==> config.mk <==
export PLATFORM = sky130hd
export DESIGN_NAME = ucr_decoder
export DESIGN_NICKNAME = d
export VERILOG_FILES = /design/src/core/ucr_pkg.sv /design/src/core/ucr_avs.sv /design/src/core/ucr_decoder.sv
export VERILOG_INCLUDE_DIRS = /design/src /design/src/core
export SDC_FILE = /design/constraint.sdc
export NUM_CORES = 2
export LEC_CHECK = 0
export ABC_AREA = 1
export BUFFER_PORTS_ARGS = -buffer_cell sky130_fd_sc_hd__buf_2
export CAP_MARGIN = 25
export CORE_AREA = 10 10 341 343
export DETAILED_ROUTE_END_ITERATION = 12
export DIE_AREA = 0 0 351 353
export PLACE_DENSITY = 0.54
export SKIP_CTS_REPAIR_TIMING = 1
export SLEW_MARGIN = 20
export SYNTH_ARGS = -nofsm -noshare
export SYNTH_HDL_FRONTEND = slang
export SYNTH_HIERARCHICAL = 1
export SYNTH_SLANG_ARGS = --single-unit
==> constraint.sdc <==
create_clock -name core_clk -period 21.9 [get_ports core_clk]
set_clock_uncertainty 0.15 [all_clocks]
set_input_delay 4.38 -clock core_clk [delete_from_list [all_inputs] [get_ports core_clk]]
set_output_delay 4.38 -clock core_clk [all_outputs]
set_load 0.05 [all_outputs]
==> src/core/ucr_regs.svh <==
`ifndef UCR_REGS_SVH
`define UCR_REGS_SVH
// request types
`define UCR_RT_DEV_OUT 8'h00
`define UCR_RT_IF_OUT 8'h01
`define UCR_RT_EP_OUT 8'h02
`define UCR_RT_DEV_IN 8'h80
`define UCR_RT_IF_IN 8'h81
`define UCR_RT_EP_IN 8'h82
`define UCR_RT_VND_OUT 8'h40
`define UCR_RT_VND_IN 8'hc0
// request codes
`define UCR_RQ_GET_STATUS 8'h00
`define UCR_RQ_CLR_FEAT 8'h01
`define UCR_RQ_SET_FEAT 8'h03
`define UCR_RQ_SET_ADDR 8'h05
`define UCR_RQ_GET_DESC 8'h06
`define UCR_RQ_GET_CFG 8'h08
`define UCR_RQ_SET_CFG 8'h09
`define UCR_RQ_GET_IF 8'h0a
`define UCR_RQ_SET_IF 8'h0b
`define UCR_RQ_REG_WR 8'ha0
`define UCR_RQ_REG_RD 8'ha1
`define UCR_RQ_STATS 8'ha2
// descriptor types in wValue high byte
`define UCR_DT_DEVICE 8'h01
`define UCR_DT_CONFIG 8'h02
`define UCR_DT_STRING 8'h03
`define UCR_DT_QUAL 8'h06
`define UCR_DT_OTHER 8'h07
// feature selectors
`define UCR_FS_HALT 16'h0000
`define UCR_FS_WAKE 16'h0001
`define UCR_FS_TEST 16'h0002
// endpoint addresses in wIndex
`define UCR_EP_BULK_IN 16'h0081
`define UCR_EP_BULK_OUT 16'h0002
`define UCR_EP_INTR 16'h0083
// lengths, configuration value and highest address
`define UCR_LEN_ONE 16'h0001
`define UCR_LEN_TWO 16'h0002
`define UCR_LEN_REG 16'h0004
`define UCR_LEN_RX 16'h0028
`define UCR_LEN_TX 16'h0030
`define UCR_CFG_VALUE 16'h0001
`define UCR_ADDR_MAX 16'h007f
// avalon register word indices
`define UCR_REG_CTRL 2'h0
`define UCR_REG_MACWIN 2'h1
`define UCR_REG_STATUS 2'h2
// control bit positions
`define UCR_CTRL_SELFPWR 0
`define UCR_CTRL_NORMAL 1
// reset values
`define UCR_CTRL_RST 32'h0000_0000
`define UCR_MACWIN_RST 32'h01ff_0100
`endif

==> src/core/ucr_pkg.sv <==
package ucr_pkg;
   typedef enum logic [3:0] {
      UCR_ST_IDLE = 4'b0001,
      UCR_ST_WR = 4'b0010,
      UCR_ST_RDW = 4'b0100,
      UCR_ST_SEND = 4'b1000
   } ucr_fsm_t;

   typedef struct packed {
      ucr_fsm_t st;
      logic [6:0] addr;
      logic cfg;
      logic rwake;
      logic tmode;
      logic [7:0] tsel;
      logic [2:0] halt;
      logic [5:0] cnt;
      logic [5:0] len;
      logic [11:0] csra;
      logic [11:0][31:0] sbuf;
      logic in_valid;
      logic [7:0] in_byte;
      logic in_last;
      logic ack;
      logic stall;
      logic csr_wr;
      logic csr_rd;
      logic [31:0] wdata;
      logic desc_start;
      logic [7:0] desc_type;
      logic [7:0] desc_idx;
      logic [15:0] desc_lang;
      logic [15:0] desc_len;
   } ucr_state_t;

   typedef struct packed {
      logic wait_n;
      logic [31:0] rdata;
      logic [31:0] ctrl;
      logic [31:0] macwin;
   } ucr_avs_state_t;
endpackage : ucr_pkg

==> src/core/ucr_avs.sv <==
`include "ucr_regs.svh"
module ucr_avs
   import ucr_pkg::*;
(
   // clock and reset
   input wire logic core_clk,
   input wire logic rst,
   // avalon slave
   input wire logic [1:0] avs_address,
   input wire logic avs_read,
   input wire logic avs_write,
   input wire logic [31:0] avs_writedata,
   input wire logic [3:0] avs_byteenable,
   output logic [31:0] avs_readdata,
   output logic avs_waitrequest,
   // block state
   input wire logic [31:0] status_word,
   output logic self_powered,
   output logic normal_state,
   output logic [11:0] mac_lo,
   output logic [11:0] mac_hi
);
   ucr_avs_state_t q, n;
   logic req;

   assign req = avs_read | avs_write;

   always_comb begin
      n = q;
      // waitrequest drops for exactly one cycle per request
      n.wait_n = req & ~q.wait_n;
      if (req & ~q.wait_n) begin
         unique case (avs_address)
            `UCR_REG_CTRL: n.rdata = q.ctrl;
            `UCR_REG_MACWIN: n.rdata = q.macwin;
            `UCR_REG_STATUS: n.rdata = status_word;
            default: n.rdata = 32'h0000_0000;
         endcase
      end
      if (avs_write & q.wait_n) begin
         for (int b = 0; b < 4; b++) begin
            if (avs_byteenable[b]) begin
               if (avs_address == `UCR_REG_CTRL)
                  n.ctrl[b*8 +: 8] = avs_writedata[b*8 +: 8];
               if (avs_address == `UCR_REG_MACWIN)
                  n.macwin[b*8 +: 8] = avs_writedata[b*8 +: 8];
            end
         end
      end
   end

   always_ff @(posedge core_clk or posedge rst) begin
      if (rst) begin
         q <= '{wait_n: 1'b0, rdata: 32'h0000_0000, ctrl: `UCR_CTRL_RST,
                macwin: `UCR_MACWIN_RST};
      end else begin
         q <= n;
      end
   end

   assign avs_readdata = q.rdata;
   assign avs_waitrequest = ~q.wait_n;
   assign self_powered = q.ctrl[`UCR_CTRL_SELFPWR];
   assign normal_state = q.ctrl[`UCR_CTRL_NORMAL];
   assign mac_lo = q.macwin[11:0];
   assign mac_hi = q.macwin[27:16];
endmodule : ucr_avs

==> src/core/ucr_decoder.sv <==
`include "ucr_regs.svh"
module ucr_decoder
   import ucr_pkg::*;
#(
   parameter int RX_WORDS = 8,
   parameter int TX_WORDS = 10
)(
   // clock and reset
   input wire logic core_clk,
   input wire logic rst,
   // setup packet
   input wire logic setup_valid,
   input wire logic [7:0] setup_type,
   input wire logic [7:0] setup_req,
   input wire logic [15:0] setup_value,
   input wire logic [15:0] setup_index,
   input wire logic [15:0] setup_length,
   // out data stage
   input wire logic out_valid,
   input wire logic [7:0] out_byte,
   // in data stage
   output logic in_valid,
   output logic [7:0] in_byte,
   output logic in_last,
   input wire logic in_ready,
   // handshake
   output logic hs_ack,
   output logic hs_stall,
   // descriptor source
   output logic desc_start,
   output logic [7:0] desc_type,
   output logic [7:0] desc_idx,
   output logic [15:0] desc_lang,
   output logic [15:0] desc_len,
   // register access port
   output logic csr_wr,
   output logic csr_rd,
   output logic [11:0] csr_addr,
   output logic [31:0] csr_wdata,
   input wire logic [31:0] csr_rdata,
   // statistics counters
   input wire logic [RX_WORDS*32-1:0] rx_stats,
   input wire logic [TX_WORDS*32-1:0] tx_stats,
   // device state
   output logic [6:0] dev_addr,
   output logic configured,
   output logic remote_wake_en,
   output logic test_mode,
   output logic [7:0] test_sel,
   output logic [2:0] ep_halt,
   // avalon slave
   input wire logic [1:0] avs_address,
   input wire logic avs_read,
   input wire logic avs_write,
   input wire logic [31:0] avs_writedata,
   input wire logic [3:0] avs_byteenable,
   output logic [31:0] avs_readdata,
   output logic avs_waitrequest
);
   ucr_state_t q, n;
   logic self_powered;
   logic normal_state;
   logic [11:0] mac_lo;
   logic [11:0] mac_hi;
   logic [31:0] status_word;
   logic [11:0][31:0] rx_word;
   logic [11:0][31:0] tx_word;
   logic [2:0] ep_sel;
   logic mac_hit;
   logic vnd_ok;

   ucr_avs u_avs (
      .core_clk(core_clk),
      .rst(rst),
      .avs_address(avs_address),
      .avs_read(avs_read),
      .avs_write(avs_write),
      .avs_writedata(avs_writedata),
      .avs_byteenable(avs_byteenable),
      .avs_readdata(avs_readdata),
      .avs_waitrequest(avs_waitrequest),
      .status_word(status_word),
      .self_powered(self_powered),
      .normal_state(normal_state),
      .mac_lo(mac_lo),
      .mac_hi(mac_hi)
   );

   assign status_word = {11'h000, q.tmode, q.tsel, q.halt, q.rwake, q.cfg, q.addr};

   // reserved words of the statistics image read as zero
   for (genvar k = 0; k < 12; k++) begin : g_stat
      if (k < RX_WORDS) begin : g_rx
         assign rx_word[k] = rx_stats[k*32 +: 32];
      end else begin : g_rx0
         assign rx_word[k] = 32'h0000_0000;
      end
      if (k < TX_WORDS) begin : g_tx
         assign tx_word[k] = tx_stats[k*32 +: 32];
      end else begin : g_tx0
         assign tx_word[k] = 32'h0000_0000;
      end
   end

   always_comb begin
      unique case (setup_index)
         `UCR_EP_BULK_IN: ep_sel = 3'h1;
         `UCR_EP_BULK_OUT: ep_sel = 3'h2;
         `UCR_EP_INTR: ep_sel = 3'h4;
         default: ep_sel = 3'h0;
      endcase
   end

   assign mac_hit = normal_state && setup_index[11:0] >= mac_lo
                    && setup_index[11:0] <= mac_hi;
   assign vnd_ok = setup_value == 16'h0000 && setup_index[15:12] == 4'h0
                   && setup_length == `UCR_LEN_REG;

   always_comb begin
      n = q;
      n.ack = 1'b0;
      n.stall = 1'b0;
      n.csr_wr = 1'b0;
      n.csr_rd = 1'b0;
      n.desc_start = 1'b0;
      unique case (q.st)
         UCR_ST_IDLE: begin
         end
         UCR_ST_WR: begin
            if (out_valid) begin
               n.wdata[{q.cnt[1:0], 3'b000} +: 8] = out_byte;
               n.cnt = q.cnt + 6'h01;
               if (q.cnt[1:0] == 2'h3) begin
                  n.csr_wr = 1'b1;
                  n.ack = 1'b1;
                  n.st = UCR_ST_IDLE;
               end
            end
         end
         UCR_ST_RDW: begin
            // read data is valid the cycle after the strobe
            if (!q.csr_rd) begin
               n.sbuf[0] = csr_rdata;
               n.st = UCR_ST_SEND;
            end
         end
         UCR_ST_SEND: begin
            if (!q.in_valid || in_ready) begin
               if (q.cnt < q.len) begin
                  n.in_valid = 1'b1;
                  n.in_byte = q.sbuf[q.cnt[5:2]][{q.cnt[1:0], 3'b000} +: 8];
                  n.in_last = q.cnt == q.len - 6'h01;
                  n.cnt = q.cnt + 6'h01;
               end else begin
                  n.in_valid = 1'b0;
                  n.in_last = 1'b0;
                  n.ack = 1'b1;
                  n.st = UCR_ST_IDLE;
               end
            end
         end
      endcase

      // a new setup packet aborts whatever is in flight except a csr_wr or ack already due in the same cycle
      if (setup_valid) begin
         n.st = UCR_ST_IDLE;
         n.cnt = 6'h00;
         n.in_valid = 1'b0;
         n.in_last = 1'b0;
         n.stall = 1'b1;
         unique case ({setup_type, setup_req})
            {`UCR_RT_DEV_IN, `UCR_RQ_GET_CFG}: begin
               if (setup_value == 16'h0000 && setup_index == 16'h0000
                   && setup_length == `UCR_LEN_ONE) begin
                  n.stall = 1'b0;
                  n.sbuf[0] = {31'h0000_0000, q.cfg};
                  n.len = 6'h01;
                  n.st = UCR_ST_SEND;
               end
            end
            {`UCR_RT_DEV_IN, `UCR_RQ_GET_DESC}: begin
               if (setup_value[15:8] == `UCR_DT_DEVICE || setup_value[15:8] == `UCR_DT_CONFIG
                   || setup_value[15:8] == `UCR_DT_STRING || setup_value[15:8] == `UCR_DT_QUAL
                   || setup_value[15:8] == `UCR_DT_OTHER) begin
                  n.stall = 1'b0;
                  n.ack = 1'b1;
                  n.desc_start = 1'b1;
                  n.desc_type = setup_value[15:8];
                  n.desc_idx = setup_value[7:0];
                  n.desc_lang = setup_index;
                  n.desc_len = setup_length;
               end
            end
            {`UCR_RT_IF_IN, `UCR_RQ_GET_IF}: begin
               if (setup_value == 16'h0000 && setup_index == 16'h0000
                   && setup_length == `UCR_LEN_ONE) begin
                  n.stall = 1'b0;
                  n.sbuf[0] = 32'h0000_0000;
                  n.len = 6'h01;
                  n.st = UCR_ST_SEND;
               end
            end
            {`UCR_RT_DEV_IN, `UCR_RQ_GET_STATUS}: begin
               if (setup_value == 16'h0000 && setup_index == 16'h0000
                   && setup_length == `UCR_LEN_TWO) begin
                  n.stall = 1'b0;
                  n.sbuf[0] = {30'h0000_0000, q.rwake, self_powered};
                  n.len = 6'h02;
                  n.st = UCR_ST_SEND;
               end
            end
            {`UCR_RT_EP_IN, `UCR_RQ_GET_STATUS}: begin
               if (setup_value == 16'h0000 && ep_sel != 3'h0
                   && setup_length == `UCR_LEN_TWO) begin
                  n.stall = 1'b0;
                  n.sbuf[0] = {31'h0000_0000, |(q.halt & ep_sel)};
                  n.len = 6'h02;
                  n.st = UCR_ST_SEND;
               end
            end
            {`UCR_RT_DEV_OUT, `UCR_RQ_SET_ADDR}: begin
               if (setup_value <= `UCR_ADDR_MAX && setup_index == 16'h0000
                   && setup_length == 16'h0000) begin
                  n.stall = 1'b0;
                  n.ack = 1'b1;
                  n.addr = setup_value[6:0];
               end
            end
            {`UCR_RT_DEV_OUT, `UCR_RQ_SET_FEAT}, {`UCR_RT_DEV_OUT, `UCR_RQ_CLR_FEAT}: begin
               if (setup_length == 16'h0000 && setup_index[7:0] == 8'h00) begin
                  if (setup_value == `UCR_FS_WAKE) begin
                     n.stall = 1'b0;
                     n.ack = 1'b1;
                     n.rwake = setup_req == `UCR_RQ_SET_FEAT;
                  end else if (setup_value == `UCR_FS_TEST && setup_req == `UCR_RQ_SET_FEAT
                               && setup_index[15:8] != 8'h00) begin
                     n.stall = 1'b0;
                     n.ack = 1'b1;
                     n.tmode = 1'b1;
                     n.tsel = setup_index[15:8];
                  end
               end
            end
            {`UCR_RT_EP_OUT, `UCR_RQ_SET_FEAT}, {`UCR_RT_EP_OUT, `UCR_RQ_CLR_FEAT}: begin
               if (setup_value == `UCR_FS_HALT && ep_sel != 3'h0
                   && setup_length == 16'h0000) begin
                  n.stall = 1'b0;
                  n.ack = 1'b1;
                  if (setup_req == `UCR_RQ_SET_FEAT)
                     n.halt = q.halt | ep_sel;
                  else
                     n.halt = q.halt & ~ep_sel;
               end
            end
            {`UCR_RT_DEV_OUT, `UCR_RQ_SET_CFG}: begin
               if (setup_value == `UCR_CFG_VALUE && setup_index == 16'h0000
                   && setup_length == 16'h0000) begin
                  n.stall = 1'b0;
                  n.ack = 1'b1;
                  n.cfg = 1'b1;
               end
            end
            {`UCR_RT_IF_OUT, `UCR_RQ_SET_IF}: begin
               if (setup_value == 16'h0000 && setup_index == 16'h0000
                   && setup_length == 16'h0000) begin
                  n.stall = 1'b0;
                  n.ack = 1'b1;
               end
            end
            {`UCR_RT_VND_OUT, `UCR_RQ_REG_WR}: begin
               if (vnd_ok && !mac_hit) begin
                  n.stall = 1'b0;
                  n.csra = setup_index[11:0];
                  n.st = UCR_ST_WR;
               end
            end
            {`UCR_RT_VND_IN, `UCR_RQ_REG_RD}: begin
               if (vnd_ok && !mac_hit) begin
                  n.stall = 1'b0;
                  n.csra = setup_index[11:0];
                  n.csr_rd = 1'b1;
                  n.sbuf = '0;
                  n.len = 6'h04;
                  n.st = UCR_ST_RDW;
               end
            end
            {`UCR_RT_VND_IN, `UCR_RQ_STATS}: begin
               // wIndex bit 0 picks the transmit set
               if (setup_value == 16'h0000 && setup_index[15:1] == 15'h0000
                   && setup_length == (setup_index[0] ? `UCR_LEN_TX : `UCR_LEN_RX)) begin
                  n.stall = 1'b0;
                  n.sbuf = setup_index[0] ? tx_word : rx_word;
                  n.len = setup_length[5:0];
                  n.st = UCR_ST_SEND;
               end
            end
            default: begin
            end
         endcase
      end
   end

   always_ff @(posedge core_clk or posedge rst) begin
      if (rst) begin
         q <= '0;
         q.st <= UCR_ST_IDLE;
      end else begin
         q <= n;
      end
   end

   assign in_valid = q.in_valid;
   assign in_byte = q.in_byte;
   assign in_last = q.in_last;
   assign hs_ack = q.ack;
   assign hs_stall = q.stall;
   assign desc_start = q.desc_start;
   assign desc_type = q.desc_type;
   assign desc_idx = q.desc_idx;
   assign desc_lang = q.desc_lang;
   assign desc_len = q.desc_len;
   assign csr_wr = q.csr_wr;
   assign csr_rd = q.csr_rd;
   assign csr_addr = q.csra;
   assign csr_wdata = q.wdata;
   assign dev_addr = q.addr;
   assign configured = q.cfg;
   assign remote_wake_en = q.rwake;
   assign test_mode = q.tmode;
   assign test_sel = q.tsel;
   assign ep_halt = q.halt;

   // checks
   a_cfg_len: assert property (@(posedge core_clk) disable iff (rst)
      setup_valid && setup_type == `UCR_RT_DEV_IN && setup_req == `UCR_RQ_GET_CFG
      && setup_value == 16'h0000 && setup_index == 16'h0000 && setup_length == `UCR_LEN_ONE
      |=> q.st == UCR_ST_SEND && q.len == 6'h01 && q.sbuf[0][0] == $past(q.cfg))
      else $error("get configuration not loaded");
   a_desc_iface_stall: assert property (@(posedge core_clk) disable iff (rst)
      setup_valid && setup_type == `UCR_RT_DEV_IN && setup_req == `UCR_RQ_GET_DESC
      && (setup_value[15:8] == 8'h04 || setup_value[15:8] == 8'h05)
      |=> hs_stall && !desc_start)
      else $error("interface or endpoint descriptor not stalled");
   a_addr_adopt: assert property (@(posedge core_clk) disable iff (rst)
      setup_valid && setup_type == `UCR_RT_DEV_OUT && setup_req == `UCR_RQ_SET_ADDR
      && setup_value <= `UCR_ADDR_MAX && setup_index == 16'h0000 && setup_length == 16'h0000
      |=> dev_addr == $past(setup_value[6:0]) && hs_ack)
      else $error("address not adopted");
   a_cfg_one_only: assert property (@(posedge core_clk) disable iff (rst)
      setup_valid && setup_type == `UCR_RT_DEV_OUT && setup_req == `UCR_RQ_SET_CFG
      && setup_value != `UCR_CFG_VALUE |=> hs_stall && configured == $past(configured))
      else $error("bad configuration value accepted");
   a_mac_stall: assert property (@(posedge core_clk) disable iff (rst)
      setup_valid && setup_type[6] && mac_hit
      && (setup_req == `UCR_RQ_REG_WR || setup_req == `UCR_RQ_REG_RD) |=> hs_stall && !csr_rd)
      else $error("mac register access not stalled");
   a_write_once: assert property (@(posedge core_clk) disable iff (rst)
      csr_wr |-> hs_ack && $past(q.st == UCR_ST_WR && out_valid) ##1 !csr_wr)
      else $error("register write not single");
   a_read_four: assert property (@(posedge core_clk) disable iff (rst)
      csr_rd && !setup_valid |=> q.st == UCR_ST_RDW ##1 q.len == 6'h04
      && (setup_valid || q.sbuf[0] == $past(csr_rdata)))
      else $error("register read not returned");
   a_stats_snap: assert property (@(posedge core_clk) disable iff (rst)
      setup_valid && setup_type == `UCR_RT_VND_IN && setup_req == `UCR_RQ_STATS
      && setup_value == 16'h0000 && setup_index == 16'h0000 && setup_length == `UCR_LEN_RX
      |=> q.len == 6'h28 && q.sbuf[0] == $past(rx_stats[31:0]) && q.sbuf[9] == 32'h0000_0000)
      else $error("statistics snapshot wrong");
   a_ack_xor_stall: assert property (@(posedge core_clk) disable iff (rst)
      !(hs_ack && hs_stall))
      else $error("ack and stall together");
   c_stats_tx: cover property (@(posedge core_clk) disable iff (rst)
      q.st == UCR_ST_SEND && q.len == 6'h30 ##[1:200] hs_ack);
   c_reg_write: cover property (@(posedge core_clk) disable iff (rst) csr_wr);
   c_reg_read: cover property (@(posedge core_clk) disable iff (rst)
      csr_rd ##[2:20] in_last);
   c_stall: cover property (@(posedge core_clk) disable iff (rst) hs_stall);
endmodule : ucr_decoder

; ---- Word level (Yosys, flattened, before mapping)
; Index checks and enable logic that the tools add are counted.
[totals]
input_bits = 725
word_cells = 271
register_bits = 625
output_inout_bits = 161
[classes]
n_lt_le_gt_ge = 5
addsub = 3
shifts = 3
n_mux = 86
n_eq_ne = 49
bitwise = 9
reduce_logical = 71
[op_table]
columns = operator, n
row1 = one-hot mux 352 bit (2 select lines), 1
row2 = 2-to-1 mux 434 bit, 1
row3 = 2-to-1 mux 402 bit, 1
row4 = 2-to-1 mux 384 bit, 1
row5 = 2-to-1 mux 320 bit, 1
row6 = 2-to-1 mux 32 bit, 7
row7 = one-hot mux 32 bit (6 select lines), 1
row8 = 2-to-1 mux 49 bit, 3
row9 = binary-select mux 32 bit (select 4 bit), 1
row10 = "equality test 16 bit, second input constant", 7
row11 = one-hot mux 32 bit (3 select lines), 1
row12 = "equality test 16 x 2 -> 1 bit, second input constant", 4
row13 = "equality test 16 x 1 -> 1 bit, second input constant", 3
row14 = logical NOT 16 bit, 3
row15 = 2-to-1 mux 6 bit, 7
row16 = AND reduction 3 bit, 13
row17 = 2-to-1 mux 4 bit, 9
row18 = bitwise mux 32 bit, 1
row19 = "equality test 16 x 10 -> 1 bit, second input constant", 2
row20 = "equality test 16 x 3 -> 1 bit, second input constant", 2
row21 = "equality test 16 x 8 -> 1 bit, second input constant", 2
row22 = "variable shift 8 x 7 -> 32 bit, first input constant", 1
row23 = indexed part select 32 x 6 -> 8 bit, 1
row24 = indexed part select 8 x 7 -> 32 bit, 1
row25 = 68 further kinds, 152

; ---- Depth between registers and ports, before layout
[depth]
depth_word = 11
depth_mapped = 22
ltp_nobuf = 17

; ---- By module
; Netlist, hierarchy kept.
[modules_own_cells]
columns = module, cells_each, n_inst, seq_area_each_um2, area_per_inst_um2
row1 = ucr_decoder, 4172, 1, 11612.4, 28670.0
row2 = ucr_avs, 593, 1, 2439.8, 5195.0

; ---- Least setup slack after synthesis
; OpenSTA, ideal clock, no wires.
[synth_path]
path_kind = input port to flip-flop
from = input setup_index[0]
to = register q[130] (netlist name)
t_arrival_ns = 6.772
setup_time_ns = 0.121
path_stages = 20
n_path_buf = 6
required_ns = 21.629
setup_slack_ns = 14.857
path_cell_list = buf_4 > inv_2 > buf_4 > clkbuf_1 > clkbuf_1 > ha_1 > nand2_1 > nand3b_1 > nand2_1 > nand2_1 > nand2_1 > nand2_1 > nand3_1 > nand2_2 > nand2_4 > nand3_4 > buf_4 > buf_2 > nand2_1 > o21ai_1
[synth_between]
elab_chain_len = 7
word_cells_on_any_way = 15
cone_classes = order compare: 2 / eq/ne: 3 / mux: 4 / reduce/logical: 6
[synth_lines]
columns = item, line_no
row1 = "start, declared", ucr_decoder.sv:16  ; input wire logic [15:0] setup_index,
row2 = greater-or-equal comparator 12 bit, ucr_decoder.sv:114  ; assign mac_hit = normal_state && setup_index[11:0] >= mac_lo
row3 = logical AND 1 bit, ucr_decoder.sv:114
row4 = logical AND 1 bit, ucr_decoder.sv:115  ; && setup_index[11:0] <= mac_hi;
row5 = logical NOT 1 bit, ucr_decoder.sv:278  ; if (vnd_ok && !mac_hit) begin
row6 = logical AND 1 bit, ucr_decoder.sv:278
row7 = != test 2 bit (no source line), n/a
row8 = AND reduction 4 bit (no source line), n/a
row9 = "end signal, assigned", ucr_decoder.sv:308  ; q <= n;
row10 = "end, declared", ucr_decoder.sv:60  ; ucr_state_t q, n;
; Several ways; a longest one is shown, not always the timed one. The select of a mux whose other input is x is not followed.
; A chain may end at the register's enable or synchronous reset.

; ---- Final worst setup path
[layout_path]
from = input setup_index[0]
to = register q[303] (netlist name)
; The elaborated chain is that of the path after synthesis.

==> metrics.cfg <==
[logic_synthesis]
ys_async_sr_fraction_pct=100
ys_seq_elements=561
synth_commonest_cells=nand2_1, dfrtp_1, o21ai_0
synth_top_area_share_pct=40.6
synth_flop_cell=dfrtp_1
synth_area_leaders=dfrtp_1, nand2_1, buf_4
ys_types=55
yosys_warnings=6
syn_area_mm2=0.0339
yosysMostFrequentCell=nand2_1
synth-seq-area-share_pct=41.5
yosysTopAreaCell=dfrtp_1
synthCells=4765
synth-edff-count=0
avgSynthCellArea_um2=7.11

[sta]
rsz0062_at_grt=false
relSlewSlack_pct=28.8
period_needed_ns=8.71
drv_slew=0
finalHoldViolations=0
clock.fmax_mhz=115
tns_ns=0
tightest_slew_ns=1.07
post-route-period-util_pct=39.8
setup_violations=0
holdWs_ns=0.325

[placement]
portBuffers=885
gp_congestion=0.969
dpl.hpwl_um=123000

[floorplanning]
fp.dieH_um=353
initial_core_util_pct=30.9
fp.coreArea_mm2=0.110
ios=886
num_rows=122
dieArea_mm2=0.124
die_x_um=351

[critical_path]
cpPeakStageDelay_ns=0.81
critPathLaunchType=input pin
cp.required_ns=22.30
r2r-end=q[253]
path_delay_family=buffers and inverters
path_depth=13
path_buf_inv=5
path_max_fanout=88
startpoint=setup_index[0]
crit_slowest_cell=nor2_4
rrSetupSlack_ns=17.78
end_kind=flop
crit_end=q[303]
rr_startpoint=u_avs/mac_hi[5]
crit_chain=buf_8 -> inv_8 -> nand3_1 -> nand2_1 -> nand2_1 -> nor2_1 -> nand3_2 -> nor2_4 -> buf_4 -> buf_4 -> buf_4 -> nand2_1 -> o21ai_2
worstPathArrival_ns=9.11
path_class=in -> reg
r2r_cells=14

[finish]
final_util_pct=36.5
syn2layout_area_growth_pct=18.2
drive_above_1_share_pct=22.2
nets=6079

[clock_tree]
clkLatencyLatePin_ns=0.64
cts.sinks=561
htree_levels=3
cts_tree=yes
cts.clk_slew.worst_paths_ns=0.05
numCtsBuffers=71
cts_root_buffer=clkbuf_16
cts_buffer_depth=3

[power]
power_density_mw_per_mm2=72.5
p_leak_nw=20.5
ir_worst_vdd_mv=0.0569

[route]
drc=0
drt_pass1_iterations=6
viasPerCell=4.95
vias=33700
drt_wl_total_um=159000
wl_per_cell_um=23.4
ant_nets=0
first_iter_violations=3690

[flow_run]
cap_violations=0

[run_status]
outcome=finished clean

[hold_path]
min_path_type=reg -> reg

[global_route]
grtUsageTotal_pct=24.5
grt_pass1_wl_um=226000
grt_max_degree=265
grt_remaining_overflow=0
grt_pass1_vias=32200
grt_antenna_before_repair=33

[cells by family after synthesis]
group | Yosys count | synth area share [%]
flip-flops | 561 | 41.5
multiplexers | 23 | 0.698
AND/OR/NAND/NOR | 2621 | 31.4
AO/OA/AOI/OAI | 800 | 13.5
adder cells (fa/ha/maj) | 37 | 1.37
XOR/XNOR | 8 | 0.207
other | 1 | 0.0111
buffers and inverters | 714 | 11.4
[worst min-delay path: stages, from the launching register on]
cell and delay, ns:
dfrtp_1 0.34, nand2_1 0.05, nand2_1 0.05
[per-stage QoR]
stage	instances	setup WS [ns]	power (mW)	cell area, um^2
after global routing	6799	12.86	3.03	40000
after detailed placement	6668	12.57	1.72	37600
after CTS	6788	13.27	2.93	39900
final	6808	13.19	2.90	40000
after global placement	6666	12.63	1.72	37600
after floorplan	4775	4.43	1.51	33900
[state kept, by name, indices dropped and copies added, names as in the netlist, 3 cells and up]
signal,flops
u_avs/avs_readdata,32
in_byte,8
u_avs/mac_lo,12
u_avs/q,39
dev_addr,7
desc_len,16
desc_idx,8
desc_type,8
test_sel,8
desc_lang,16
u_avs/mac_hi,12
ep_halt,3
q,336
csr_addr,12
csr_wdata,32
[cell usage in the layout (no fill, tap or decap), types with 12 or more instances in the layout]
master / netlist / final
diode_2: 0 / 18
nand4_1: 41 / 41
o21ai_2: 75 / 75
o21a_1: 12 / 12
o221ai_1: 15 / 15
a21oi_1: 68 / 67
inv_1: 246 / 242
nand2_1: 1981 / 1980
ha_1: 37 / 37
o211ai_1: 29 / 29
nand3_1: 266 / 266
nor2_1: 257 / 254
nor3_1: 21 / 21
clkbuf_1: 145 / 15
dfrtp_1: 550 / 547
buf_4: 192 / 36
o21ai_0: 286 / 286
o22ai_1: 40 / 40
mux2i_1: 18 / 18
clkbuf_16: 0 / 71
buf_2: 64 / 885
o21ai_1: 252 / 252
[power by group]
| part | total [mW] | internal [mW] | switching (mW) | leakage (nW) |
|---|---|---|---|---|
| Sequential | 1.13 | 1.09 | 0.0368 | 7.51 |
| Combinational | 0.570 | 0.168 | 0.401 | 11.8 |
| Clock | 1.20 | 0.707 | 0.495 | 1.14 |
| Total | 2.90 | 1.97 | 0.933 | 20.5 |
[worst min path at each step]
stage                                     start               endpoint  slack (ns)  cells past startpoint
after floorplan                          q[300]                 q[300]        0.30                      2
after global placement                   q[299]                 q[299]        0.31                      2
after detailed placement           desc_type[0]           desc_type[0]        0.31                      2
after CTS                                q[299]                 q[299]        0.33                      2
after global routing                     q[307]                 q[307]        0.34                      2
final                     u_avs/avs_readdata[9]  u_avs/avs_readdata[9]        0.33                      2
[final cells by class]
type                       count  area (um^2)
timing repair buffer         927         4810
sequential                   561        14100
tap                         1426         1780
clock inverter                23          335
antenna                       18         45.0
inverter                     256          985
fill                       11900        69700
clock buffer                  97         1980
multi-input combinational   3500        16000
[metal layers]
metal | vias up | global-route usage (%) | routed length [um] | part of all wire [%]
li1 | 16200 | - | - | -
met1 | 15900 | 33.9 | 70200 | 44
met2 | 1348 | 38.6 | 72400 | 46
met3 | 186 | 4.77 | 11800 | 7.4
met4 | 4 | 6.84 | 4670 | 2.9
met5 | - | 0 | 23 | 0.014
Note: power is estimated with default switching activity, not from simulation.
